**src/lvmw_map.vh**
```
// Function
// - any request flag rising low to high wakes the core from sleep or idle
// - enable bits, global one included, never gate the wake-up
// - a flag already high at sleep entry cannot cause a wake-up
// - request flags stay set until serviced or cleared by software
// - servicing a group clears only the group flag, never source flags
// - interrupt entry pushes only the program counter
// - interrupt exit pops the return address and sets the global enable
// - subroutine exit restores the address only, global enable stays clear
// - 8-bit control register, bit5 status, bit4 enable, bits2-0 level
// - level code 000..111 selects 2.0V up to 4.0V
// - enable bit one switches detector on, zero switches it off
// - status reads one while supply is below the selected level
// - detector is off in sleep even with the enable bit set
// - low-supply request flag sets only after a fixed delay of status high
// - low-supply vector call needs global enable, own enable, stack not full
// - servicing clears the low-supply flag and the global enable
`ifndef LVMW_MAP_VH
`define LVMW_MAP_VH
`define LVMW_OFS_CTRL      12'h000
`define LVMW_OFS_IRQ_STAT  12'h004
`define LVMW_OFS_IRQ_MASK  12'h008
`define LVMW_OFS_CPU       12'h00c
`define LVMW_OFS_CPU_STAT  12'h010
`define LVMW_OFS_SRC_FLAGS 12'h014
`define LVMW_CTRL_RESET    8'h00
`define LVMW_BIT_STATUS    5
`define LVMW_BIT_ON        4
`define LVMW_LVL_HI        2
`define LVMW_LVL_LO        0
`define LVMW_NFLAGS        4
`define LVMW_FLAG_LV       0
`define LVMW_FLAG_GRP      1
`define LVMW_CMD_ENTRY     0
`define LVMW_CMD_EXIT_INT  1
`define LVMW_CMD_EXIT_SUB  2
`define LVMW_CMD_SLEEP     3
`define LVMW_CMD_IDLE      4
`define LVMW_CMD_GRP_CLR   5
`define LVMW_CMD_LV_EN     6
`define LVMW_CMD_GIE_SET   7
`define LVMW_BIT_LV_EN_VAL 8
`define LVMW_IRQ_DELAY_NS  15000
`define LVMW_CLK_NS        40
`endif

```
**src/lvmw_sync2.v**
```verilog
`timescale 1ns/1ps
`default_nettype none
module lvmw_sync2 (
    input  wire clk_in,
    input  wire sys_rst_in,
    input  wire async_in,
    output wire sync_out
);
    reg meta_ff;
    reg sync_ff;
    always @(posedge clk_in) begin
        if (sys_rst_in) begin
            meta_ff <= 1'b0;
            sync_ff <= 1'b0;
        end else begin
            meta_ff <= async_in;
            sync_ff <= meta_ff;
        end
    end
    assign sync_out = sync_ff;
endmodule // lvmw_sync2
`default_nettype wire

```
**src/lvmw_delay.v**
```verilog
`timescale 1ns/1ps
`default_nettype none
// qualifies a level: done goes high once the level has stood for count cycles
module lvmw_delay #(
    parameter W     = 16,
    parameter COUNT = 375
) (
    input  wire clk_in,
    input  wire sys_rst_in,
    input  wire level_in,
    output wire done_out
);
    localparam [W-1:0] LAST = COUNT - 1;
    reg [W-1:0] cnt_ff;
    reg         done_ff;
    always @(posedge clk_in) begin
        if (sys_rst_in || !level_in) begin
            cnt_ff  <= {W{1'b0}};
            done_ff <= 1'b0;
        end else if (cnt_ff == LAST) begin
            done_ff <= 1'b1;
        end else begin
            cnt_ff <= cnt_ff + {{(W-1){1'b0}}, 1'b1};
        end
    end
    assign done_out = done_ff;
endmodule // lvmw_delay
`default_nettype wire

```
**src/lvmw_top.v**
```verilog
`timescale 1ns/1ps
`default_nettype none
`include "lvmw_map.vh"
module lvmw_top #(
    parameter STACK_DEPTH = 4
) (
    input  wire        clk_in,
    input  wire        sys_rst_in,
    input  wire        psel_in,
    input  wire        penable_in,
    input  wire        pwrite_in,
    input  wire [11:0] paddr_in,
    input  wire [31:0] pwdata_in,
    output reg  [31:0] prdata_out,
    output reg         pready_out,
    output reg         pslverr_out,
    input  wire        supply_below_in,
    input  wire        ext_flag_set_in,
    output reg         detector_power_out,
    output reg  [2:0]  trip_level_out,
    output reg         wake_out,
    output reg         vector_call_out,
    output reg         irq_out
);
    localparam integer DELAY_CYC =
        (`LVMW_IRQ_DELAY_NS + `LVMW_CLK_NS - 1) / `LVMW_CLK_NS;
    localparam N = `LVMW_NFLAGS;

    reg        detector_on_ff;
    reg [2:0]  trip_level_select_ff;
    reg [N-1:0] flags_ff;
    reg [N-1:0] flags_at_sleep_ff;
    reg [3:0]  src_flags_ff;
    reg        global_irq_enable_ff;
    reg        supply_low_irq_enable_ff;
    reg        asleep_ff;
    reg        in_sleep_ff;
    reg [3:0]  sp_ff;
    reg        pc_pushed_ff;
    reg [1:0]  ev_stat_ff;
    reg [1:0]  ev_mask_ff;

    wire cmp_sync;
    wire lv_delay_done;
    reg  lv_done_d_ff;

    // comparator is only powered when enabled and not in sleep
    wire det_active = detector_on_ff && !in_sleep_ff;
    wire supply_low_status = det_active && cmp_sync;

    lvmw_sync2 u_sync (
        .clk_in     (clk_in),
        .sys_rst_in (sys_rst_in),
        .async_in   (supply_below_in),
        .sync_out   (cmp_sync)
    );

    lvmw_delay #(.W(16), .COUNT(DELAY_CYC)) u_delay (
        .clk_in     (clk_in),
        .sys_rst_in (sys_rst_in),
        .level_in   (supply_low_status),
        .done_out   (lv_delay_done)
    );

    wire acc = psel_in && penable_in && !pready_out;
    wire wr  = acc && pwrite_in;
    wire cmd_wr = wr && (paddr_in == `LVMW_OFS_CPU);
    wire [31:0] cmd = cmd_wr ? pwdata_in : 32'h0000_0000;
    wire stack_full = (sp_ff == STACK_DEPTH[3:0]);

    // vector call for the low-supply source
    wire lv_call = cmd[`LVMW_CMD_ENTRY] && global_irq_enable_ff &&
                   supply_low_irq_enable_ff && flags_ff[`LVMW_FLAG_LV] &&
                   !stack_full;
    wire lv_set = lv_delay_done && !lv_done_d_ff;
    wire [N-1:0] sw_clr = (wr && paddr_in == `LVMW_OFS_CPU_STAT) ?
                          pwdata_in[N-1:0] : {N{1'b0}};
    // a source event raises the group flag once; a source bit left set must
    // not raise it again after servicing, or the group would re-enter forever
    wire grp_set = ext_flag_set_in;
    reg  [N-1:0] nxt_flags;
    reg  [N-1:0] set_vec;
    reg  [N-1:0] clr_vec;
    always @* begin
        set_vec = {N{1'b0}};
        clr_vec = sw_clr;
        set_vec[`LVMW_FLAG_LV]  = lv_set;
        set_vec[`LVMW_FLAG_GRP] = grp_set;
        set_vec[N-1] = ext_flag_set_in;
        if (lv_call)
            clr_vec[`LVMW_FLAG_LV] = 1'b1;
        if (cmd[`LVMW_CMD_GRP_CLR])
            clr_vec[`LVMW_FLAG_GRP] = 1'b1;
        // set wins over clear; flags otherwise hold
        nxt_flags = (flags_ff & ~clr_vec) | set_vec;
    end

    // wake on any rise relative to the snapshot, no enable involved
    wire [N-1:0] rose = flags_ff & ~flags_at_sleep_ff;
    wire wake = asleep_ff && (|rose);

    always @(posedge clk_in) begin
        if (sys_rst_in) begin
            detector_on_ff           <= 1'b0;
            trip_level_select_ff     <= 3'h0;
            flags_ff                 <= {N{1'b0}};
            flags_at_sleep_ff        <= {N{1'b0}};
            src_flags_ff             <= 4'h0;
            global_irq_enable_ff     <= 1'b0;
            supply_low_irq_enable_ff <= 1'b0;
            asleep_ff                <= 1'b0;
            in_sleep_ff              <= 1'b0;
            sp_ff                    <= 4'h0;
            pc_pushed_ff             <= 1'b0;
            ev_stat_ff               <= 2'h0;
            ev_mask_ff               <= 2'h0;
            lv_done_d_ff             <= 1'b0;
            prdata_out               <= 32'h0000_0000;
            pready_out               <= 1'b0;
            pslverr_out              <= 1'b0;
            detector_power_out       <= 1'b0;
            trip_level_out           <= 3'h0;
            wake_out                 <= 1'b0;
            vector_call_out          <= 1'b0;
            irq_out                  <= 1'b0;
        end else begin
            lv_done_d_ff <= lv_delay_done;
            flags_ff     <= nxt_flags;
            pready_out   <= acc;
            pslverr_out  <= 1'b0;
            pc_pushed_ff <= 1'b0;
            if (wr && paddr_in == `LVMW_OFS_CTRL) begin
                detector_on_ff       <= pwdata_in[`LVMW_BIT_ON];
                trip_level_select_ff <= pwdata_in[`LVMW_LVL_HI:`LVMW_LVL_LO];
            end
            if (wr && paddr_in == `LVMW_OFS_SRC_FLAGS)
                src_flags_ff <= src_flags_ff & ~pwdata_in[3:0];
            if (cmd[`LVMW_CMD_LV_EN])
                supply_low_irq_enable_ff <= pwdata_in[`LVMW_BIT_LV_EN_VAL];
            if (cmd[`LVMW_CMD_SLEEP] || cmd[`LVMW_CMD_IDLE]) begin
                asleep_ff         <= 1'b1;
                in_sleep_ff       <= cmd[`LVMW_CMD_SLEEP];
                flags_at_sleep_ff <= nxt_flags;
            end else if (wake) begin
                asleep_ff   <= 1'b0;
                in_sleep_ff <= 1'b0;
            end
            if (lv_call) begin
                sp_ff                <= sp_ff + 4'h1;
                pc_pushed_ff         <= 1'b1;
                global_irq_enable_ff <= 1'b0;
            end else if (cmd[`LVMW_CMD_EXIT_INT] && sp_ff != 4'h0) begin
                sp_ff                <= sp_ff - 4'h1;
                global_irq_enable_ff <= 1'b1;
            end else if (cmd[`LVMW_CMD_EXIT_SUB] && sp_ff != 4'h0) begin
                sp_ff <= sp_ff - 4'h1;
            end else if (cmd[`LVMW_CMD_GIE_SET]) begin
                global_irq_enable_ff <= 1'b1;
            end
            // sticky events: wake, low-supply flag set; set wins over clear
            if (wr && paddr_in == `LVMW_OFS_IRQ_STAT)
                ev_stat_ff <= (ev_stat_ff & ~pwdata_in[1:0]) | {lv_set, wake};
            else
                ev_stat_ff <= ev_stat_ff | {lv_set, wake};
            if (wr && paddr_in == `LVMW_OFS_IRQ_MASK)
                ev_mask_ff <= pwdata_in[1:0];
            irq_out            <= |(ev_stat_ff & ev_mask_ff);
            detector_power_out <= det_active;
            trip_level_out     <= trip_level_select_ff;
            wake_out           <= wake;
            vector_call_out    <= lv_call;
            if (acc && !pwrite_in) begin
                case (paddr_in)
                    `LVMW_OFS_CTRL: prdata_out <= {24'h000000, 2'b00, supply_low_status,
                                                   detector_on_ff, 1'b0,
                                                   trip_level_select_ff};
                    `LVMW_OFS_IRQ_STAT:  prdata_out <= {30'h0, ev_stat_ff};
                    `LVMW_OFS_IRQ_MASK:  prdata_out <= {30'h0, ev_mask_ff};
                    `LVMW_OFS_CPU_STAT:  prdata_out <= {20'h00000, sp_ff,
                                          asleep_ff, in_sleep_ff,
                                          supply_low_irq_enable_ff,
                                          global_irq_enable_ff, flags_ff};
                    `LVMW_OFS_SRC_FLAGS: prdata_out <= {28'h0, src_flags_ff};
                    `LVMW_OFS_CPU:       prdata_out <= 32'h0000_0000;
                    default: begin
                        prdata_out  <= 32'h0000_0000;
                        pslverr_out <= 1'b1;
                    end
                endcase
            end else if (acc) begin
                if (paddr_in > `LVMW_OFS_SRC_FLAGS || paddr_in[1:0] != 2'b00)
                    pslverr_out <= 1'b1;
            end
            // group sources: ext pulse latches into source bit 0
            if (ext_flag_set_in)
                src_flags_ff[0] <= 1'b1;
        end
    end
endmodule // lvmw_top
`default_nettype wire

```
**config.mk**
```make
export PLATFORM = sky130hd
export DESIGN_NAME = lvmw_top
export DESIGN_NICKNAME = d
export VERILOG_FILES = /design/src/lvmw_sync2.v /design/src/lvmw_delay.v /design/src/lvmw_top.v
export VERILOG_INCLUDE_DIRS = /design/src /design/src/src
export SDC_FILE = /design/constraint.sdc
export NUM_CORES = 1
export LEC_CHECK = 0
export BUFFER_PORTS_ARGS = -buffer_cell sky130_fd_sc_hd__clkbuf_2
export CAP_MARGIN = 20
export CORE_ASPECT_RATIO = 1.25
export CORE_MARGIN = 8
export CORE_UTILIZATION = 50
export DETAILED_ROUTE_END_ITERATION = 12
export GPL_ROUTABILITY_DRIVEN = 1
export PLACE_DENSITY = 0.83
export SYNTH_ARGS = -nofsm -noshare
export SYNTH_HDL_FRONTEND = slang
export SYNTH_HIERARCHICAL = 1
export SYNTH_SLANG_ARGS = --single-unit
```
**constraint.sdc**
```tcl
create_clock -name clk_in -period 5.5 [get_ports clk_in]
set_clock_uncertainty 0.1 [all_clocks]
set_input_delay 1.65 -clock clk_in [delete_from_list [all_inputs] [get_ports clk_in]]
set_output_delay 1.65 -clock clk_in [all_outputs]
set_load 0.01 [all_outputs]
```
Word level (Yosys, flattened, before mapping)

Cells that the tools add are included.
Widths: inputs -> output; s select.

Bits in read-only memories: 0
Word-level logic and storage cells: 112
Memories kept: 0
Bits in writable memories: 0
Bits in latches: 0
Register bits after elaboration: 89
Output and inout port bits: 41
Input port bits: 51

Shift operators: 0
Divide/modulo/power cells: 0
Reduce and logical (&&, ||, !) cells: 41
Multiplexer cells: 21
Equal/unequal tests: 8
$mul: 0
Order comparisons: 1
$add $sub $neg: 3
Bitwise operators: 12

Operators with widths:

| operator              | count |
|---|---|
| $pmux 12 s5           | 1 |
| $eq 12x4->1 const B   | 2 |
| $eq 12x5->1 const B   | 2 |
| $logic_and 1x1->1     | 20 |
| $add 16x1->16 const B | 1 |
| $eq 16x9->1 const B   | 1 |
| $mux 4                | 4 |
| $mux 1                | 14 |
| $and 4x4->4           | 3 |
| $eq 12x3->1 const B   | 1 |
| $gt 12x5->1 const B   | 1 |
| $logic_not 12->1      | 1 |
| $not 4->4             | 3 |
| $mux 8                | 1 |
| $reduce_bool 2->1     | 4 |
| $logic_not 1->1       | 6 |
| $reduce_or 6->1       | 1 |
| $add 4x1->4 const B   | 1 |
| $and 2x2->2           | 2 |
| $eq 4x3->1 const B    | 1 |
| $or 2x2->2            | 2 |
| $or 4x4->4            | 1 |
| $reduce_bool 4->1     | 1 |
| $reduce_or 2->1       | 2 |
| 8 further kinds       | 10 |

Longest topological paths before layout

Gate-level depths: netlist of the first run.

Depth after elaboration: 13
Gate-level depth with buffers: 9
Gate-level depth less buffers: 9

Hierarchy

The synthesis of the first run kept the hierarchy.

Modules (own cells, without submodules):

| module     | cells an instance | area an instance (µm²) | times used | seq. area each (µm²) |
|---|---|---|---|---|
| lvmw_top   | 264               | 2,404.8                | 1          | 1,001.0 |
| lvmw_delay | 94                | 829.5                  | 1          | 340.3 |
| lvmw_sync2 | 4                 | 52.6                   | 1          | 40.0 |

Least setup slack after synthesis of the first run

Ideal clock, no wire load.

Path kind: input -> register
Start: input paddr_in[8]
End: register sp_ff[3]
Path buffers: 0
Arrival time: 3.617 ns
Library setup time: 0.132 ns
Stages on the path: 9
Required time: 5.268 ns
Path slack: 1.651 ns
Cell sequence: nor4_4 > nand4_2 > or3_2 > ha_1 > a21o_1 > a21oi_1 > xnor2_1 > a21bo_2 > a21oi_1

Word-level cells in the longest chain between the ends: 8
Elaborated cells between the ends (all ways): 12
Classes of those cells: 1 x eq/ne; 3 x mux; 8 x reduce/logical

RTL lines:

| element                                                             | line           | RTL |
|---|---|---|
| from (decl)                                                         | lvmw_top.v:12  | `input wire [11:0] paddr_in,` |
| $eq 12x4->1 *                                                       | n/a            |  |
| $logic_and 1x1->1 *                                                 | lvmw_top.v:67  | `` wire cmd_wr = wr && (paddr_in == `LVMW_OFS_CPU); `` |
| $mux 8 *                                                            | lvmw_top.v:68  | `wire [31:0] cmd = cmd_wr ? pwdata_in : 32'h0000_0000;` |
| $logic_and 1x1->1 (4 in a row)                                      | lvmw_top.v:72  | `` wire lv_call = cmd[`LVMW_CMD_ENTRY] && global_irq_enable_ff && `` |
| $reduce_bool 3->1 (no source line) / $mux 4 (equally long branches) | n/a            |  |
| to (signal assigned)                                                | lvmw_top.v:149 | `sp_ff <= sp_ff + 4'h1;` |
| to (signal assigned)                                                | lvmw_top.v:153 | `sp_ff <= sp_ff - 4'h1;` |
| to (signal assigned)                                                | lvmw_top.v:156 | `sp_ff <= sp_ff - 4'h1;` |
| to (decl)                                                           | lvmw_top.v:38  | `reg [3:0] sp_ff;` |

Every way passes the cells marked *; elsewhere a longest branch is shown, timed or not.
A chain may end at the register's enable or synchronous reset.

Worst setup path after layout of the first run

Start: input paddr_in[4]
End: register sp_ff[3]

Same word-level chain as after synthesis.

==> results.txt, run 1 <==
Synth area leader = dfxtp_1
setup bufs post-CTS = 0
row cnt = 33
drt drc = 0
initial drt markers = 190
die height = 106.7 µm
post-cts sizing count = 0
period utilisation layout = 72.00%
H-tree levels = 3
post-synthesis cell area = 0.003287 mm²
Final GP Congestion = 0.8541
initial antenna violation count = 0
count of flip-flops with a built-in enable after synthesis = 0
switch share = 23.39%
CTS sink count = 69
first-pass GRT wire length = 11,870 µm
Yosys top cell area share = 42.03%
vias = 2,669
Critical Path Sink Type = flop
antenna diode count = 0
Mean Syn Cell Area = 9.080 µm²
final setup vio count = 0
hold-fix buffers at CTS = 0
crit-path cells = clkbuf_2 -> nor3_2 -> nand4_2 -> or3_2 -> ha_1 -> a21o_1 -> a21oi_1 -> xnor2_1 -> a21bo_2 -> a21oi_1
Worst Hold Class = reg2reg
Skew-Pair Late Insertion Delay = 340 ps
cell internal pwr = 0.0007370 W
post-synth cell types = 61
static leakage power = 1.393 nW
clock-pin slew on the worst setup and hold paths = 70 ps
CTS tree = built
Ports = 92
HPWL after DPL = 5450 µm
ys flop type = dfxtp_1
Slew @ Worst Pin = 1025 ps
minimum clock period = 3960 ps
main area contributors after synthesis = dfxtp_1, nor2_1, buf_4
# fillers = 601
final hold violation count = 0
CTS buffer count = 9
clock group share of total power = 42.5%
via/cell ratio = 5.381
Initial Util = 50.70%
drt pass-1 iters = 4
CP max stage cell = or3_2
nets = 460
warnings from Yosys = 6
outcome = finished, final reports clean
all-layer global routing usage = 15.97%
Sequential Power Share = 52.4%
Area growth syn-to-layout = 11.95%
setup TNS = 0 ps
clk buf depth = 2
Crit Path Category = in2reg
Critical Path RT = 5580 ps
WHS = 337.5 ps
RSZ-0062 raised after global routing = no
Buffers on Ports = 48
Max Freq = 0.2525 GHz
Rel. slew slack = 31.63%
root buffer cell = clkbuf_8
Synth async-reset ratio = 0%
share of cells above drive strength 1 = 20.54%
Post-Syn Instances = 362
die footprint = 0.009441 mm²
P_sw = 0.0002251 W
CP Launch Type = primary input
Max Slew Vio Count = 0
peak supply drop = 0.0001832 V
Routed Antenna Nets = 0
total grt overflow = 0
number of global-route vias before repair = 2,587
PD cells = 261.5 mW/mm²
Die Span X = 88.52 µm
combinational share of power = 5.1%
max incr delay on CP = 520 ps
core footprint = 0.006482 mm²
routed wire length per instance = 14.67 µm
max-cap violations = 0
register area share after synthesis = 42.03%
crit path DAT = 4040 ps
FF+latch count, synth = 69
Most common cell on crit path = a21oi_1
pin count of the biggest net entering global routing = 54
CP max FO = 11
Total Wirelength = 7276 µm
## layout make-up
cell class / instances / area (µm²) / share of cell area, %
clock buffers: 10 / 137.6 / 3.740
clock inverters: 6 / 62.56 / 1.700
inverters: 4 / 15.01 / 0.4080
multi-input cells: 272 / 1734 / 47.13
flip-flops and latches: 69 / 1381 / 37.54
well taps: 87 / 108.9 / 2.958
repair buffers: 48 / 240.2 / 6.528
## kinds of logic after synthesis
| kind of cell | after synthesis | share of synthesized area (%) |
|---|---|---|
| AO/OA/AOI/OAI | 63 | 13.63 |
| XOR/XNOR | 13 | 3.464 |
| adder cells (fa/ha/maj) | 5 | 2.132 |
| buffers and inverters | 40 | 7.384 |
| flip-flops | 69 | 42.02 |
| multiplexers | 14 | 4.340 |
| other | 1 | 0.1141 |
| AND/OR/NAND/NOR | 157 | 26.91 |
## metal layers
layer	up-vias	global-route usage (%)	part of all wire [%]
li1	1327	-	-
met1	1246	18.00	40
met2	81	27.02	52
met3	15	4.897	6.8
met4	0	6.545	2.0
met5	-	0	0
## power groups by stage
| stage | clock, W | combinational (W) | sequential, W |
|---|---|---|---|
| after floorplan | 0 | 0.0000388 | 0.000515 |
| after global placement | 0 | 0.0000474 | 0.000515 |
| after detailed placement | 0 | 0.0000483 | 0.000515 |
| after CTS | 0.000419 | 0.0000484 | 0.000504 |
| after global routing | 0.000438 | 0.0000542 | 0.000504 |
| final | 0.000409 | 0.0000495 | 0.000504 |
## cell usage in the layout, fill, tap and decap left out, types with 10 or more instances in the layout
cell type	n
a21oi_1	24
clkbuf_2	48
clkbuf_8	10
conb_1	20
dfxtp_1	69
mux2i_1	12
nand2_1	27
nand3_1	11
nor2_1	46
nor2b_1	13
## critical path, delay by kind of cell
family / cells / cell delay [ps]
compound gates: 4 / 570
xor+xnor: 1 / 170
fa+ha+maj: 1 / 300
buf+inv: 1 / 170
simple gates: 3 / 1170
## flip-flops by register name, summed over array words and instances (netlist names), 2 cells and up
register,flops
ev_mask_ff,2
ev_stat_ff,2
flags_at_sleep_ff,4
flags_ff,4
prdata_out,12
sp_ff,4
src_flags_ff,4
trip_level_out,3
trip_level_select_ff,3
u_delay/cnt_ff,16
## cell usage after synthesis, drive strengths merged (3+ instances only)
library cell	number
a22oi	8
clkbuf	11
o31ai	3
dfxtp	69
mux2i	12
a21o	3
inv	4
nand2b	6
nand4b	3
or4	7
o21ai	5
nand3	11
nand4	9
xor2	7
nand2	27
or3	4
ha	4
nand3b	3
xnor2	6
nor2	46
a21oi	26
buf	25
and3	4
nor3	7
and4	3
nor2b	13
nor4	3
## final timing paths
path	start	endpoint	slack, ps	cells after the start
setup / recovery	paddr_in[4]	sp_ff[3]$_SDFFE_PP0P_	1540	10
hold / removal	u_sync/meta_ff$_SDFF_PP0_	u_sync/sync_out$_SDFF_PP0_	340	1
setup reg to reg	flags_ff[0]$_SDFF_PP0_	sp_ff[3]$_SDFFE_PP0P_	2810	9
hold reg to reg	u_sync/meta_ff$_SDFF_PP0_	u_sync/sync_out$_SDFF_PP0_	340	1
## metrics by stage
| step | cell area [µm²] | utilization (%) | power (W) | setup slack [ps] | cells |
|---|---|---|---|---|---|
| after floorplan | 3358 | - | 0.0005538 | 1651 | 381 |
| after global placement | 3480 | 53.68 | 0.0005627 | 1311 | 480 |
| after detailed placement | 3480 | 53.68 | 0.0005637 | 1183 | 480 |
| after CTS | 3680 | 56.77 | 0.0009707 | 1540 | 496 |
| after global routing | 3680 | 56.77 | 0.0009967 | 1351 | 496 |
| final | 3680 | 56.77 | 0.0009621 | 1540 | 496 |
(Power assumes the default switching activity.)
==> run 2: changes to the inputs <==
--- a/config.mk
+++ b/config.mk
@@ -10,10 +10,10 @@
 export CAP_MARGIN = 20
 export CORE_ASPECT_RATIO = 1.25
 export CORE_MARGIN = 8
-export CORE_UTILIZATION = 50
+export CORE_UTILIZATION = 47
 export DETAILED_ROUTE_END_ITERATION = 12
 export GPL_ROUTABILITY_DRIVEN = 1
-export PLACE_DENSITY = 0.83
+export PLACE_DENSITY = 0.82
 export SYNTH_ARGS = -nofsm -noshare
 export SYNTH_HDL_FRONTEND = slang
 export SYNTH_HIERARCHICAL = 1
==> constraint.sdc (replaced) <==
create_clock -name clk_in -period 3.5 [get_ports clk_in]
set_clock_uncertainty 0.1 [all_clocks]
set_input_delay 1.05 -clock clk_in [delete_from_list [all_inputs] [get_ports clk_in]]
set_output_delay 1.05 -clock clk_in [all_outputs]
set_load 0.01 [all_outputs]
==> results.txt, run 2 (synthesized netlist as in run 1, its figures left out) <==
Crit Path Category = in2reg
H-tree levels = 3
core footprint = 0.006849 mm²
CP bufs+invs = 2
Rel. slew slack = 57.50%
Total Wirelength = 7560 µm
hold path startpoint = src_flags_ff[3]$_SDFFE_PP0P_
final design utilization = 54.97%
CP max FO = 4
Skew-Pair Late Insertion Delay = 340 ps
CP max stage cell = or3_2
setup bufs post-CTS = 0
setup TNS = 0 ps
hold-fix buffers at CTS = 0
drt pass-1 iters = 4
die height = 109.5 µm
Final Cell Area = 0.003765 mm²
root buffer cell = clkbuf_8
static leakage power = 1.447 nW
CP Launch Type = primary input
antenna diode count = 0
Area growth syn-to-layout = 14.54%
Slew @ Worst Pin = 629.2 ps
Critical Path RT = 3610 ps
Top reg by flops = u_delay/cnt_ff
Worst Hold Class = reg2reg
vias = 2,710
drt drc = 0
Most common cell on crit path = a21oi_1
minimum clock period = 3021 ps
all-layer global routing usage = 15.37%
via/cell ratio = 5.345
delay-heaviest family, CP = simple AND/OR/NAND/NOR gates
max incr delay on CP = 470 ps
routed wire length per instance = 14.91 µm
CTS sink count = 69
total grt overflow = 0
commonest non-fill, non-tap cell in the layout = dfxtp_1
initial drt markers = 203
Max Slew Vio Count = 0
reg2reg setup slack = 960 ps
RSZ-0062 raised after global routing = no
pin count of the biggest net entering global routing = 53
Levels on crit path = 10
initial antenna violation count = 0
Largest register FFs = 16
crit-path cells = clkbuf_2 -> nor4_4 -> nand4_2 -> or3_2 -> buf_4 -> ha_1 -> a21oi_1 -> xnor2_1 -> a21bo_2 -> a21oi_1
final setup vio count = 0
Routed Antenna Nets = 0
Critical R2R Capture = sp_ff[3]$_SDFFE_PP0P_
clk buf depth = 2
Critical Path Sink Type = flop
die footprint = 0.009942 mm²
max-cap violations = 0
hold path depth = 2
number of global-route vias before repair = 2,718
Die Span X = 90.80 µm
Initial Util = 47.99%
first-pass GRT wire length = 12,390 µm
period utilisation layout = 86.31%
row cnt = 34
clock-pin slew on the worst setup and hold paths = 70 ps
HPWL after DPL = 5734 µm
Buffers on Ports = 48
peak supply drop = 0.0002650 V
nets = 469
CTS buffer count = 9
final hold violation count = 0
crit path DAT = 3130 ps
CTS tree = built
Max Freq = 0.3310 GHz
r2r startpoint = pready_out$_SDFF_PP0_
DP Area = 0.003551 mm²
Final GP Congestion = 0.8770
outcome = finished, final reports clean
reg2reg path depth = 9
most frequent cells in the layout = dfxtp_1, clkbuf_2, nor2_1, nand2_1, a21oi_1
share of cells above drive strength 1 = 21.82%
Worst Hold End = src_flags_ff[3]$_SDFFE_PP0P_
Top Registers = u_delay/cnt_ff: 16 flops, prdata_out: 12 flops
PD cells = 421.3 mW/mm²
post-cts sizing count = 0
Ports = 92
run 2: worst min-delay path: cells and delay by family, from the launching register on:
family | cells | cell delay, ps
DFF | 1 | 310
and+or+nand+nor | 1 | 60
AOI/OAI and AO/OA | 1 | 40
run 2: stage by stage:
stage | hold WS (ps) | power, W | worst slack [ps] | instances
3_3_place_gp | 326.9 | 0.0008891 | 176.3 | 492
2_1_floorplan | 313.8 | 0.0008703 | 250.8 | 381
5_1_grt | 370.0 | 0.001636 | 324.6 | 507
4_1_cts | 350.9 | 0.001597 | 485.7 | 507
6_report | 350.5 | 0.001586 | 479.2 | 507
3_5_place_dp | 340.6 | 0.0008908 | 118.5 | 492
run 2: worst max path at each step:
stage / from / end / slack, ps
final: paddr_in[8] / sp_ff[3]$_SDFFE_PP0P_ / 480
after global placement: paddr_in[8] / sp_ff[3]$_SDFFE_PP0P_ / 180
after detailed placement: paddr_in[8] / sp_ff[3]$_SDFFE_PP0P_ / 120
after floorplan: paddr_in[8] / sp_ff[3]$_SDFFE_PP0P_ / 250
after CTS: paddr_in[8] / sp_ff[3]$_SDFFE_PP0P_ / 490
after global routing: paddr_in[8] / sp_ff[3]$_SDFFE_PP0P_ / 320
run 2: final cells by class:
| class | instances | area [µm²] |
|---|---|---|
| clock inverter | 4 | 72.57 |
| tap | 90 | 112.6 |
| inverter | 4 | 15.01 |
| fill | 623 | 3084 |
| multi-input combinational | 272 | 1734 |
| timing repair buffer | 57 | 307.8 |
| sequential | 69 | 1381 |
| clock buffer | 11 | 141.4 |
run 2: power by group:
part / internal [W] / switching, W
clock: 0.000416 / 0.000295
sequential: 0.000789 / 0.00000243
combinational: 0.0000283 / 0.0000551
run 2: layer usage:
metal / global-route usage [%] / share of wire (%) / vias to the layer above
met2: 27.67 / 53 / 69
met5: 0 / 0 / -
li1: - / - / 1350
met3: 4.303 / 5.3 / 15
met1: 16.20 / 39 / 1276
met4: 8.089 / 2.6 / 0
